`config.mk`:
```
export PLATFORM = sky130hd
export DESIGN_NAME = byte_word_alu_transfer
export DESIGN_NICKNAME = d
export VERILOG_FILES = /design/src/alu_pkg.sv /design/src/alu_divider.sv /design/src/byte_word_alu_transfer.sv
export SDC_FILE = /design/constraint.sdc
export NUM_CORES = 1
export LEC_CHECK = 0
export BUFFER_PORTS_ARGS = -buffer_cell sky130_fd_sc_hd__buf_4
export CORE_MARGIN = 2
export CORE_UTILIZATION = 50
export DETAILED_ROUTE_END_ITERATION = 10
export HOLD_SLACK_MARGIN = 0.08
export PLACE_DENSITY = 0.72
export SLEW_MARGIN = 10
export SYNTH_ARGS = -nofsm -noshare
export SYNTH_HDL_FRONTEND = slang
export SYNTH_HIERARCHICAL = 1
export SYNTH_SLANG_ARGS = --single-unit
```
`constraint.sdc`:
```
create_clock -name ref_clk_in -period 4.6 [get_ports ref_clk_in]
set_input_delay 0.92 -clock ref_clk_in [delete_from_list [all_inputs] [get_ports ref_clk_in]]
set_output_delay 0.92 -clock ref_clk_in [all_outputs]
set_load 0.01 [all_outputs]
```
`src/alu_pkg.sv`:
```
// Shared types and constants for the byte/word transfer and ALU datapath
//--------------------------------------------------------------------
//--------------------------------------------------------------------
package alu_pkg;

	typedef enum logic [4:0] {
		OP_TRANSFER = 5'h00,
		OP_PUSH = 5'h01,
		OP_POP = 5'h02,
		OP_ADD = 5'h03,
		OP_SUB = 5'h04,
		OP_SUM_CARRY = 5'h05,
		OP_DIFF_BORROW = 5'h06,
		OP_BUMP_UP = 5'h07,
		OP_COUNT_DOWN = 5'h08,
		OP_WORD_INC = 5'h09,
		OP_WORD_DEC = 5'h0A,
		OP_BCD_SUM = 5'h0B,
		OP_BCD_DIFF = 5'h0C,
		OP_PRODUCT = 5'h0D,
		OP_QUOTIENT = 5'h0E,
		OP_COMPARE = 5'h0F,
		OP_NEGATE = 5'h10,
		OP_AND = 5'h11,
		OP_OR = 5'h12,
		OP_XOR = 5'h13,
		OP_NOT = 5'h14
	} op_t;

	typedef enum logic [2:0] {
		MODE_REG = 3'h0,
		MODE_INDIRECT = 3'h1,
		MODE_DISP16 = 3'h2,
		MODE_ABS16 = 3'h3,
		MODE_ABS8 = 3'h4,
		MODE_IMM = 3'h5,
		MODE_PREDEC = 3'h6,
		MODE_POSTINC = 3'h7
	} mode_t;

	typedef enum logic [1:0] {
		ST_IDLE = 2'h0,
		ST_MEM = 2'h1,
		ST_DIV = 2'h3,
		ST_DONE = 2'h2
	} state_t;

	// Flag register bit positions
	localparam int FLAG_C = 0;
	localparam int FLAG_V = 1;
	localparam int FLAG_Z = 2;
	localparam int FLAG_N = 3;
	localparam int FLAG_H = 5;

	localparam logic [15:0] STEP_BYTE = 16'h0001;
	localparam logic [15:0] STEP_WORD = 16'h0002;
	localparam logic [7:0] ABS8_PAGE = 8'hFF;
	localparam logic [2:0] STACK_REG_NUM = 3'h7;
	localparam logic [3:0] BCD_DIGIT_MAX = 4'h9;
	localparam logic [7:0] BCD_BYTE_MAX = 8'h99;
	localparam logic [7:0] BCD_LOW_FIX = 8'h06;
	localparam logic [7:0] BCD_HIGH_FIX = 8'h60;
	localparam int DIV_WIDTH = 8;

endpackage : alu_pkg

```
`src/alu_divider.sv`:
```
// Iterative restoring divider, one quotient bit per clock
module alu_divider
	import alu_pkg::*;
#(
	parameter int W = DIV_WIDTH
) (
	// Clock and reset
	input wire logic ref_clk_in,
	input wire logic reset_in,
	// Request
	input wire logic start_in,
	input wire logic [2*W-1:0] dividend_in,
	input wire logic [W-1:0] divisor_in,
	// Answer
	output logic done_out,
	output logic [W-1:0] quot_out,
	output logic [W-1:0] rem_out
);

	localparam int CW = $clog2(2 * W + 1);

	generate
		if (W < 2) begin : g_bad_width
			$error("alu_divider: W must be at least 2");
		end
	endgenerate

	logic [2*W-1:0] dvd_r;
	logic [W:0] rem_r;
	logic [W-1:0] dsr_r;
	logic [CW-1:0] cnt_r;
	logic busy_r;
	logic [W:0] trial;
	logic fits;
	logic [W:0] rem_nxt;
	logic last;

	assign trial = {rem_r[W-1:0], dvd_r[2*W-1]};
	assign fits = trial >= {1'b0, dsr_r};
	assign rem_nxt = fits ? trial - {1'b0, dsr_r} : trial;
	assign last = cnt_r == CW'(2 * W - 1);

	always_ff @(posedge ref_clk_in or posedge reset_in) begin
		if (reset_in) begin
			dvd_r <= '0;
			rem_r <= '0;
			dsr_r <= '0;
			cnt_r <= '0;
			busy_r <= 1'b0;
			done_out <= 1'b0;
			quot_out <= '0;
			rem_out <= '0;
		end else begin
			done_out <= 1'b0;
			if (start_in && !busy_r) begin
				dvd_r <= dividend_in;
				dsr_r <= divisor_in;
				rem_r <= '0;
				cnt_r <= '0;
				busy_r <= 1'b1;
			end else if (busy_r) begin
				dvd_r <= {dvd_r[2*W-2:0], fits};
				rem_r <= rem_nxt;
				cnt_r <= cnt_r + CW'(1);
				if (last) begin
					busy_r <= 1'b0;
					done_out <= 1'b1;
					// Quotient wider than W is truncated
					quot_out <= {dvd_r[W-2:0], fits};
					rem_out <= rem_nxt[W-1:0];
				end
			end
		end
	end

endmodule : alu_divider

```
`src/byte_word_alu_transfer.sv`:
```
// Execution datapath for transfer, arithmetic and logic instructions
module byte_word_alu_transfer
	import alu_pkg::*;
(
	// Clock and reset
	input wire logic ref_clk_in,
	input wire logic reset_in,
	// Decoded instruction
	input wire logic start_in,
	input wire op_t op_in,
	input wire logic word_in,
	input wire mode_t mode_in,
	input wire logic to_mem_in,
	input wire logic use_imm_in,
	input wire logic [2:0] areg_num_in,
	// Operands
	input wire logic [15:0] dst_in,
	input wire logic [15:0] src_in,
	input wire logic [15:0] imm_in,
	input wire logic [15:0] areg_in,
	input wire logic [15:0] disp_in,
	input wire logic [7:0] flags_in,
	// Data memory port
	input wire logic mem_ack_in,
	input wire logic [15:0] mem_rdata_in,
	output logic mem_req_out,
	output logic mem_we_out,
	output logic mem_word_out,
	output logic [15:0] mem_addr_out,
	output logic [15:0] mem_wdata_out,
	// Results
	output logic done_out,
	output logic illegal_out,
	output logic [15:0] result_out,
	output logic result_we_out,
	output logic [7:0] flags_out,
	output logic flags_we_out,
	output logic [15:0] areg_out,
	output logic areg_we_out
);

	state_t state_r, state_nxt;
	logic is_word_r;
	logic load_r;
	logic [15:0] areg_upd_r;
	logic areg_upd_we_r;

	//--------------------------------------------------------------
	// Operand selection and legality
	//--------------------------------------------------------------
	wire is_xfer = op_in == OP_TRANSFER || op_in == OP_PUSH || op_in == OP_POP;
	wire mode_word = (op_in == OP_PUSH || op_in == OP_POP) ? 1'b1 : word_in;
	wire mode_t eff_mode = op_in == OP_PUSH ? MODE_PREDEC :
		op_in == OP_POP ? MODE_POSTINC : mode_in;
	wire xfer_store = op_in == OP_PUSH ? 1'b1 : op_in == OP_POP ? 1'b0 : to_mem_in;
	wire [15:0] operand_b = use_imm_in ? imm_in : src_in;

	wire ill_abs8 = op_in == OP_TRANSFER && mode_in == MODE_ABS8 && word_in;
	wire ill_stack = op_in == OP_TRANSFER && !word_in && areg_num_in == STACK_REG_NUM &&
		(mode_in == MODE_PREDEC || mode_in == MODE_POSTINC);
	wire ill_imm_store = op_in == OP_TRANSFER && mode_in == MODE_IMM && to_mem_in;
	wire ill_sub_imm = op_in == OP_SUB && use_imm_in;
	wire ill_word_imm = word_in && use_imm_in &&
		(op_in == OP_ADD || op_in == OP_COMPARE);
	wire ill_small = (op_in == OP_WORD_INC || op_in == OP_WORD_DEC) &&
		imm_in != STEP_BYTE && imm_in != STEP_WORD;
	wire illegal = ill_abs8 || ill_stack || ill_imm_store || ill_sub_imm ||
		ill_word_imm || ill_small;

	//--------------------------------------------------------------
	// Effective address
	//--------------------------------------------------------------
	wire [15:0] step = mode_word ? STEP_WORD : STEP_BYTE;
	wire [15:0] areg_dec = areg_in - step;
	wire [15:0] areg_inc = areg_in + step;
	logic [15:0] ea_raw;
	always_comb begin
		case (eff_mode)
			MODE_INDIRECT: ea_raw = areg_in;
			MODE_DISP16: ea_raw = areg_in + disp_in;
			MODE_ABS16: ea_raw = imm_in;
			MODE_ABS8: ea_raw = {ABS8_PAGE, imm_in[7:0]};
			MODE_PREDEC: ea_raw = areg_dec;
			MODE_POSTINC: ea_raw = areg_in;
			default: ea_raw = areg_in;
		endcase
	end
	wire [15:0] ea = mode_word ? {ea_raw[15:1], 1'b0} : ea_raw;
	wire needs_mem = is_xfer && eff_mode != MODE_REG && eff_mode != MODE_IMM;
	wire auto_mode = eff_mode == MODE_PREDEC || eff_mode == MODE_POSTINC;
	wire [15:0] areg_new = eff_mode == MODE_PREDEC ? areg_dec : areg_inc;

	//--------------------------------------------------------------
	// Adder shared by add, subtract, compare, negate, step ops
	//--------------------------------------------------------------
	logic [15:0] add_a, add_b;
	logic add_cin, add_sub;
	always_comb begin
		add_a = dst_in;
		add_b = operand_b;
		add_cin = 1'b0;
		add_sub = 1'b0;
		case (op_in)
			OP_SUB, OP_COMPARE: begin
				add_sub = 1'b1;
			end
			OP_SUM_CARRY: add_cin = flags_in[FLAG_C];
			OP_DIFF_BORROW: begin
				add_sub = 1'b1;
				add_cin = flags_in[FLAG_C];
			end
			OP_BUMP_UP: add_b = STEP_BYTE;
			OP_COUNT_DOWN: begin
				add_b = STEP_BYTE;
				add_sub = 1'b1;
			end
			OP_WORD_INC: add_b = imm_in;
			OP_WORD_DEC: begin
				add_b = imm_in;
				add_sub = 1'b1;
			end
			OP_NEGATE: begin
				add_a = 16'h0000;
				add_b = dst_in;
				add_sub = 1'b1;
			end
			default: add_cin = 1'b0;
		endcase
	end
	// Subtract as a + ~b + 1 - borrow; carry flag is the inverted carry out
	wire [15:0] b_eff = add_sub ? ~add_b : add_b;
	wire c_in_eff = add_sub ? ~add_cin : add_cin;
	wire op_word = word_in && (op_in == OP_ADD || op_in == OP_SUB || op_in == OP_COMPARE) ||
		op_in == OP_WORD_INC || op_in == OP_WORD_DEC;
	wire [8:0] sum9 = {1'b0, add_a[7:0]} + {1'b0, b_eff[7:0]} + {8'h00, c_in_eff};
	wire [16:0] sum17 = {1'b0, add_a} + {1'b0, b_eff} + {16'h0000, c_in_eff};
	wire [4:0] nib_lo = {1'b0, add_a[3:0]} + {1'b0, b_eff[3:0]} + {4'h0, c_in_eff};
	wire [12:0] nib_w = {1'b0, add_a[11:0]} + {1'b0, b_eff[11:0]} + {12'h000, c_in_eff};
	wire [15:0] sum = op_word ? sum17[15:0] : {8'h00, sum9[7:0]};
	wire sum_c = (op_word ? sum17[16] : sum9[8]) ^ add_sub;
	wire sum_h = (op_word ? nib_w[12] : nib_lo[4]) ^ add_sub;
	wire a_msb = op_word ? add_a[15] : add_a[7];
	wire b_msb = op_word ? b_eff[15] : b_eff[7];
	wire s_msb = op_word ? sum[15] : sum[7];
	wire sum_v = a_msb == b_msb && s_msb != a_msb;

	//--------------------------------------------------------------
	// Decimal adjust
	//--------------------------------------------------------------
	wire [7:0] bcd_val = dst_in[7:0];
	wire bcd_lo_fix = flags_in[FLAG_H] || bcd_val[3:0] > BCD_DIGIT_MAX;
	wire bcd_hi_fix = flags_in[FLAG_C] || bcd_val > BCD_BYTE_MAX;
	wire [7:0] daa_fix = (bcd_lo_fix ? BCD_LOW_FIX : 8'h00) | (bcd_hi_fix ? BCD_HIGH_FIX : 8'h00);
	wire [7:0] das_fix = (flags_in[FLAG_H] ? BCD_LOW_FIX : 8'h00) |
		(flags_in[FLAG_C] ? BCD_HIGH_FIX : 8'h00);
	wire [7:0] daa_res = bcd_val + daa_fix;
	wire [7:0] das_res = bcd_val - das_fix;

	wire [15:0] product = {8'h00, dst_in[7:0]} * {8'h00, src_in[7:0]};

	//--------------------------------------------------------------
	// Result and flag selection
	//--------------------------------------------------------------
	logic [15:0] res;
	logic res_we;
	logic [7:0] fl;
	logic fl_we;
	logic nz_upd;
	wire [15:0] xfer_val = eff_mode == MODE_IMM ? imm_in : src_in;
	always_comb begin
		res = sum;
		res_we = 1'b1;
		fl = flags_in;
		fl_we = 1'b1;
		nz_upd = 1'b1;
		case (op_in)
			OP_TRANSFER, OP_PUSH, OP_POP: begin
				res = mode_word ? xfer_val : {8'h00, xfer_val[7:0]};
				fl[FLAG_V] = 1'b0;
			end
			OP_ADD, OP_SUB, OP_NEGATE: begin
				fl[FLAG_H] = sum_h;
				fl[FLAG_V] = sum_v;
				fl[FLAG_C] = sum_c;
			end
			OP_SUM_CARRY, OP_DIFF_BORROW: begin
				fl[FLAG_H] = sum_h;
				fl[FLAG_V] = sum_v;
				fl[FLAG_C] = sum_c;
				nz_upd = 1'b0;
				fl[FLAG_N] = sum[7];
				// Zero only stays set, so multi-byte chains test the whole value
				fl[FLAG_Z] = flags_in[FLAG_Z] && sum[7:0] == 8'h00;
			end
			OP_BUMP_UP, OP_COUNT_DOWN: fl[FLAG_V] = sum_v;
			OP_WORD_INC, OP_WORD_DEC: begin
				fl_we = 1'b0;
				nz_upd = 1'b0;
			end
			OP_COMPARE: begin
				res_we = 1'b0;
				fl[FLAG_H] = sum_h;
				fl[FLAG_V] = sum_v;
				fl[FLAG_C] = sum_c;
			end
			OP_BCD_SUM: begin
				res = {8'h00, daa_res};
				fl[FLAG_C] = bcd_hi_fix;
			end
			OP_BCD_DIFF: res = {8'h00, das_res};
			OP_PRODUCT: begin
				res = product;
				fl_we = 1'b0;
				nz_upd = 1'b0;
			end
			OP_AND: begin
				res = {8'h00, dst_in[7:0] & operand_b[7:0]};
				fl[FLAG_V] = 1'b0;
			end
			OP_OR: begin
				res = {8'h00, dst_in[7:0] | operand_b[7:0]};
				fl[FLAG_V] = 1'b0;
			end
			OP_XOR: begin
				res = {8'h00, dst_in[7:0] ^ operand_b[7:0]};
				fl[FLAG_V] = 1'b0;
			end
			OP_NOT: begin
				res = {8'h00, ~dst_in[7:0]};
				fl[FLAG_V] = 1'b0;
			end
			default: begin
				res_we = 1'b0;
				fl_we = 1'b0;
			end
		endcase
		if (nz_upd) begin
			fl[FLAG_N] = op_word || (is_xfer && mode_word) ? res[15] : res[7];
			fl[FLAG_Z] = op_word || (is_xfer && mode_word) ? res == 16'h0000 :
				res[7:0] == 8'h00;
		end
	end

	//--------------------------------------------------------------
	// Divider
	//--------------------------------------------------------------
	wire div_start = state_r == ST_IDLE && start_in && !illegal && op_in == OP_QUOTIENT;
	logic div_done;
	logic [7:0] div_quot, div_rem;
	alu_divider #(.W(DIV_WIDTH)) u_divider (
		.ref_clk_in(ref_clk_in),
		.reset_in(reset_in),
		.start_in(div_start),
		.dividend_in(dst_in),
		.divisor_in(src_in[7:0]),
		.done_out(div_done),
		.quot_out(div_quot),
		.rem_out(div_rem)
	);
	logic div_n_r, div_z_r;
	logic [7:0] div_flags_base_r;

	//--------------------------------------------------------------
	// Sequencer
	//--------------------------------------------------------------
	wire take = state_r == ST_IDLE && start_in;
	always_comb begin
		state_nxt = state_r;
		case (state_r)
			ST_IDLE: begin
				if (start_in && !illegal && needs_mem)
					state_nxt = ST_MEM;
				else if (div_start)
					state_nxt = ST_DIV;
				else if (start_in)
					state_nxt = ST_DONE;
			end
			ST_MEM: if (mem_ack_in) state_nxt = ST_DONE;
			ST_DIV: if (div_done) state_nxt = ST_DONE;
			ST_DONE: state_nxt = ST_IDLE;
			default: state_nxt = ST_IDLE;
		endcase
	end

	wire [15:0] load_val = is_word_r ? mem_rdata_in : {8'h00, mem_rdata_in[7:0]};
	wire load_n = is_word_r ? mem_rdata_in[15] : mem_rdata_in[7];
	wire load_z = is_word_r ? mem_rdata_in == 16'h0000 : mem_rdata_in[7:0] == 8'h00;

	always_ff @(posedge ref_clk_in or posedge reset_in) begin
		if (reset_in) begin
			state_r <= ST_IDLE;
			is_word_r <= 1'b0;
			load_r <= 1'b0;
			areg_upd_r <= 16'h0000;
			areg_upd_we_r <= 1'b0;
			div_n_r <= 1'b0;
			div_z_r <= 1'b0;
			div_flags_base_r <= 8'h00;
		end else begin
			state_r <= state_nxt;
			if (take) begin
				is_word_r <= mode_word;
				load_r <= !xfer_store;
				areg_upd_r <= areg_new;
				areg_upd_we_r <= needs_mem && auto_mode;
				div_n_r <= src_in[7];
				div_z_r <= src_in[7:0] == 8'h00;
				div_flags_base_r <= flags_in;
			end
		end
	end

	// Memory request: stands from the cycle after take until acknowledged
	always_ff @(posedge ref_clk_in or posedge reset_in) begin
		if (reset_in) begin
			mem_req_out <= 1'b0;
			mem_we_out <= 1'b0;
			mem_word_out <= 1'b0;
			mem_addr_out <= 16'h0000;
			mem_wdata_out <= 16'h0000;
		end else if (take && !illegal && needs_mem) begin
			mem_req_out <= 1'b1;
			mem_we_out <= xfer_store;
			mem_word_out <= mode_word;
			mem_addr_out <= ea;
			mem_wdata_out <= mode_word ? src_in : {8'h00, src_in[7:0]};
		end else if (state_r == ST_MEM && mem_ack_in) begin
			mem_req_out <= 1'b0;
			mem_we_out <= 1'b0;
		end
	end

	// Completion strobes; all one-cycle pulses
	always_ff @(posedge ref_clk_in or posedge reset_in) begin
		if (reset_in) begin
			done_out <= 1'b0;
			illegal_out <= 1'b0;
			result_out <= 16'h0000;
			result_we_out <= 1'b0;
			flags_out <= 8'h00;
			flags_we_out <= 1'b0;
			areg_out <= 16'h0000;
			areg_we_out <= 1'b0;
		end else begin
			done_out <= 1'b0;
			illegal_out <= 1'b0;
			result_we_out <= 1'b0;
			flags_we_out <= 1'b0;
			areg_we_out <= 1'b0;
			if (take && (illegal || (!needs_mem && op_in != OP_QUOTIENT))) begin
				done_out <= 1'b1;
				illegal_out <= illegal;
				result_out <= res;
				result_we_out <= res_we && !illegal;
				flags_out <= fl;
				flags_we_out <= fl_we && !illegal;
			end else if (state_r == ST_MEM && mem_ack_in) begin
				done_out <= 1'b1;
				result_out <= load_val;
				result_we_out <= load_r;
				flags_out <= (div_flags_base_r & ~8'h0E) |
					{4'h0, load_n, load_z, 2'b00};
				flags_we_out <= 1'b1;
				areg_out <= areg_upd_r;
				areg_we_out <= areg_upd_we_r;
			end else if (state_r == ST_DIV && div_done) begin
				done_out <= 1'b1;
				result_out <= {div_rem, div_quot};
				result_we_out <= 1'b1;
				flags_out <= (div_flags_base_r & ~8'h0C) |
					{4'h0, div_n_r, div_z_r, 2'b00};
				flags_we_out <= 1'b1;
			end
		end
	end

endmodule : byte_word_alu_transfer

```
==> metrics <==
count of vias placed by the detailed router=14700; die height=175 um; quantity of I/O buffers inserted on ports=201; Die X=175 um; DR DRC count=0; Warnings, synthesis=6; all-layer global routing usage=0.339; top post-synthesis cells by area=sky130_fd_sc_hd__dfrtp_1, sky130_fd_sc_hd__ha_1, sky130_fd_sc_hd__nand2_1, sky130_fd_sc_hd__fa_1, sky130_fd_sc_hd__o21ai_0; worst IR drop on VDD=0.000274 V; CTS Sinks=164; Mapped Area=14700 um2; Cell variety after synth=90; cell at the root of the clock tree=sky130_fd_sc_hd__clkbuf_16; Die Footprint=30800 um2; floorplan row count=62; antenna violations before repair=1; via count of the first global-routing pass=14200; min setup slack post-route=-0.203 ns; share of post-route cells with drive strength above 1=0.276; number of H-tree levels=4; largest net degree at the start of global routing=68; Area Overhead vs Synth=28.3%; HPWL reported at the end of detailed placement=40600 um; number of synthesized flops with an enable pin=0; post-synthesis sequential area ratio=0.279; final critical-path share of the clock period=1.04; Post-synth ARST share=1.00; total power draw=8.86 mW; I/O pin total=202; maximum achievable frequency=208 MHz; Tmin final=4.80 ns; CP cell instances=buf_8 > and2_4 > fa_1 > fa_1 > fa_1 > inv_1 > fa_1 > inv_2 > ha_4 > o21a_1 > and3_4 > a2111oi_4 > o21bai_1 > xnor2_1 > a221o_1 > nor2_1 > a211o_1 > o211ai_1; max-cap viol count=0; clock-pin transition on the worst setup and hold timing paths=0.07 ns; type of element capturing the critical path=flip-flop; startpoint types=input pin; vias per cell=6.05; headroom to the max-slew limit=0.237; count of final setup violators=5; residual antenna-violating net count after detailed routing=0; number of buffers added by the clock tree synthesis step=17; WL per Instance=21.5 um; critical path class=input pin to flip-flop; GR Overflow Total=0; worst hold margin=0.472 ns; final std cell area, no fill=18800 um2; area fraction of the dominant cell type after synthesis=0.279; wire length of the first global-routing pass=80500 um; largest area contributor in the synthesized netlist=sky130_fd_sc_hd__dfrtp_1; final estimated routing congestion in global placement=0.954; master of the slowest instance on the critical path=sky130_fd_sc_hd__fa_1; most common cell in the netlist=sky130_fd_sc_hd__nand2_1; Power per Cell Area=470 nW/um2; Main synth FF type=sky130_fd_sc_hd__dfrtp_1; Initial DRT Pass Iterations=6; Lkg Pwr=8.79 nW; outcome=finished with violations; pre-CTS worst setup slack=-0.795 ns; setup repair after global routing missed its margin=yes; cell seen most often among critical-path stages=sky130_fd_sc_hd__fa_1; final clock skew=0.0177 ns; maximum fanout along the worst path=8; routed wire length=52300 um; mean area per synthesized cell=8.46 um2; First DRT Iteration DRCs=1565; initial core utilization=0.510; post-detailed-placement cell area=17700 um2; post-synthesis cell count=1735; worst hold path type=flip-flop to flip-flop; CP Buf/Inv Count=3; Nets=2297; Std-Cell Core Area=28800 um2; data arrival time at the worst-slack endpoint=5.10 ns; clock tree from TritonCTS=done; gate family responsible for the most delay along the worst path=adder cells; insertion delay of the later-clocked pin in the worst-skew pair=0.45 ns; slew at the pin closest to its max-slew limit=1.14 ns; Max Root-Sink Buffers=2; number of nets produced by synthesis=2005; failing checks=negative setup slack; Final Slew Violations=0; setup tns final=-0.627 ns; leading cell types by count after synthesis=sky130_fd_sc_hd__nand2_1, sky130_fd_sc_hd__dfrtp_1, sky130_fd_sc_hd__o21ai_0; flip-flop and latch count after synthesis=164; Worst Path Required=4.90 ns; final hold violations=0; max incr delay on CP=0.55 ns
-- final timing paths --
| path | start | slack, ns | depth (start not counted) | endpoint |
|---|---|---|---|---|
| worst max-delay path | dst_in[2] | -0.20 | 18 | flags_out[3] |
| worst min-delay path | areg_upd_r[12] | 0.47 | 2 | areg_out[12] |
| worst max register to register | u_divider/rem_r[2] | 1.16 | 7 | u_divider/rem_r[4] |
| worst min register to register | areg_upd_r[12] | 0.47 | 2 | areg_out[12] |
| max in group asynchronous | reset_in | 3.17 | 3 | u_divider/rem_out[5] |
| min in group asynchronous | reset_in | 0.58 | 2 | mem_wdata_out[6] |
-- layout by cell type, fill, tap and decap left out, types with 23 or more instances in the layout --
| cell type | netlist | layout |
|---|---|---|
| sky130_fd_sc_hd__a21oi_1 | 83 | 76 |
| sky130_fd_sc_hd__and2_1 | 66 | 53 |
| sky130_fd_sc_hd__buf_4 | 4 | 350 |
| sky130_fd_sc_hd__dfrtp_1 | 164 | 164 |
| sky130_fd_sc_hd__fa_1 | 42 | 37 |
| sky130_fd_sc_hd__ha_1 | 106 | 101 |
| sky130_fd_sc_hd__inv_1 | 103 | 96 |
| sky130_fd_sc_hd__mux2_2 | 40 | 40 |
| sky130_fd_sc_hd__mux2i_1 | 56 | 55 |
| sky130_fd_sc_hd__nand2_1 | 260 | 253 |
| sky130_fd_sc_hd__nand3_1 | 34 | 32 |
| sky130_fd_sc_hd__nor2_1 | 86 | 80 |
| sky130_fd_sc_hd__nor3_1 | 27 | 25 |
| sky130_fd_sc_hd__o21ai_0 | 145 | 133 |
| sky130_fd_sc_hd__o21ai_1 | 17 | 23 |
| sky130_fd_sc_hd__xnor2_1 | 58 | 54 |
| sky130_fd_sc_hd__xor2_1 | 32 | 30 |
-- tightest hold or removal path, delay by kind of cell (launching register included) --
| kind | cells | cell delay (ns) |
|---|---|---|
| flip-flops | 1 | 0.35 |
| AND/OR/NAND/NOR | 2 | 0.10 |
-- metal layers --
metal  track usage  share of wire  up-vias
met4         0.122          0.033        0
met1         0.478           0.43     7167
met5             0              0        -
met3        0.0708          0.093      104
li1              -              -     6731
met2         0.514           0.45      660
-- cell families after synthesis --
logic type      synth area share
simple gates               0.188
compound gates             0.206
buf+inv                   0.0555
flops                      0.279
fa+ha+maj                  0.148
mux                       0.0699
xor+xnor                  0.0537
-- stage by stage --
step,util,std cells
floorplan,-,1735
global placement,0.616,2382
detailed placement,0.616,2382
CTS,0.642,2416
global route,0.655,2425
finish,0.655,2425
-- registers in the layout, indices dropped and copies added (netlist names), 2 cells and up --
name and flops:
u_divider/quot_out 8, div_flags_base_r 6, mem_wdata_out 16, areg_upd_r 16
result_out 16, u_divider/cnt_r 5, u_divider/rem_out 8, u_divider/rem_r 8
u_divider/dsr_r 8, state_r 2, areg_out 16, u_divider/dvd_r 16
mem_addr_out 16, flags_out 8
-- area by class of cell --
cell class / instances / area [um2]
fill: 2409 / 9940
antenna: 1 / 2.50
inverter: 104 / 393
clock inverter: 14 / 164
timing repair buffer: 375 / 2970
tap: 384 / 480
clock buffer: 18 / 439
sequential: 164 / 4100
multi-input combinational: 1365 / 10300
-- where the power goes --
group	total, mW	internal [mW]	switching [mW]
Sequential	2.51	2.06	0.456
Combinational	4.80	2.23	2.57
Clock	1.54	0.832	0.713
-- repair_timing --
action | 4_1_cts | 5_1_grt
buffers inserted | 2 | 8
pin swaps | 22 | 43
hold buffers | 0 | 0
endpoints found under the setup margin | 7 | 15
gates resized for setup | 34 | 72
No activity file was read; power rests on OpenSTA's default activity.
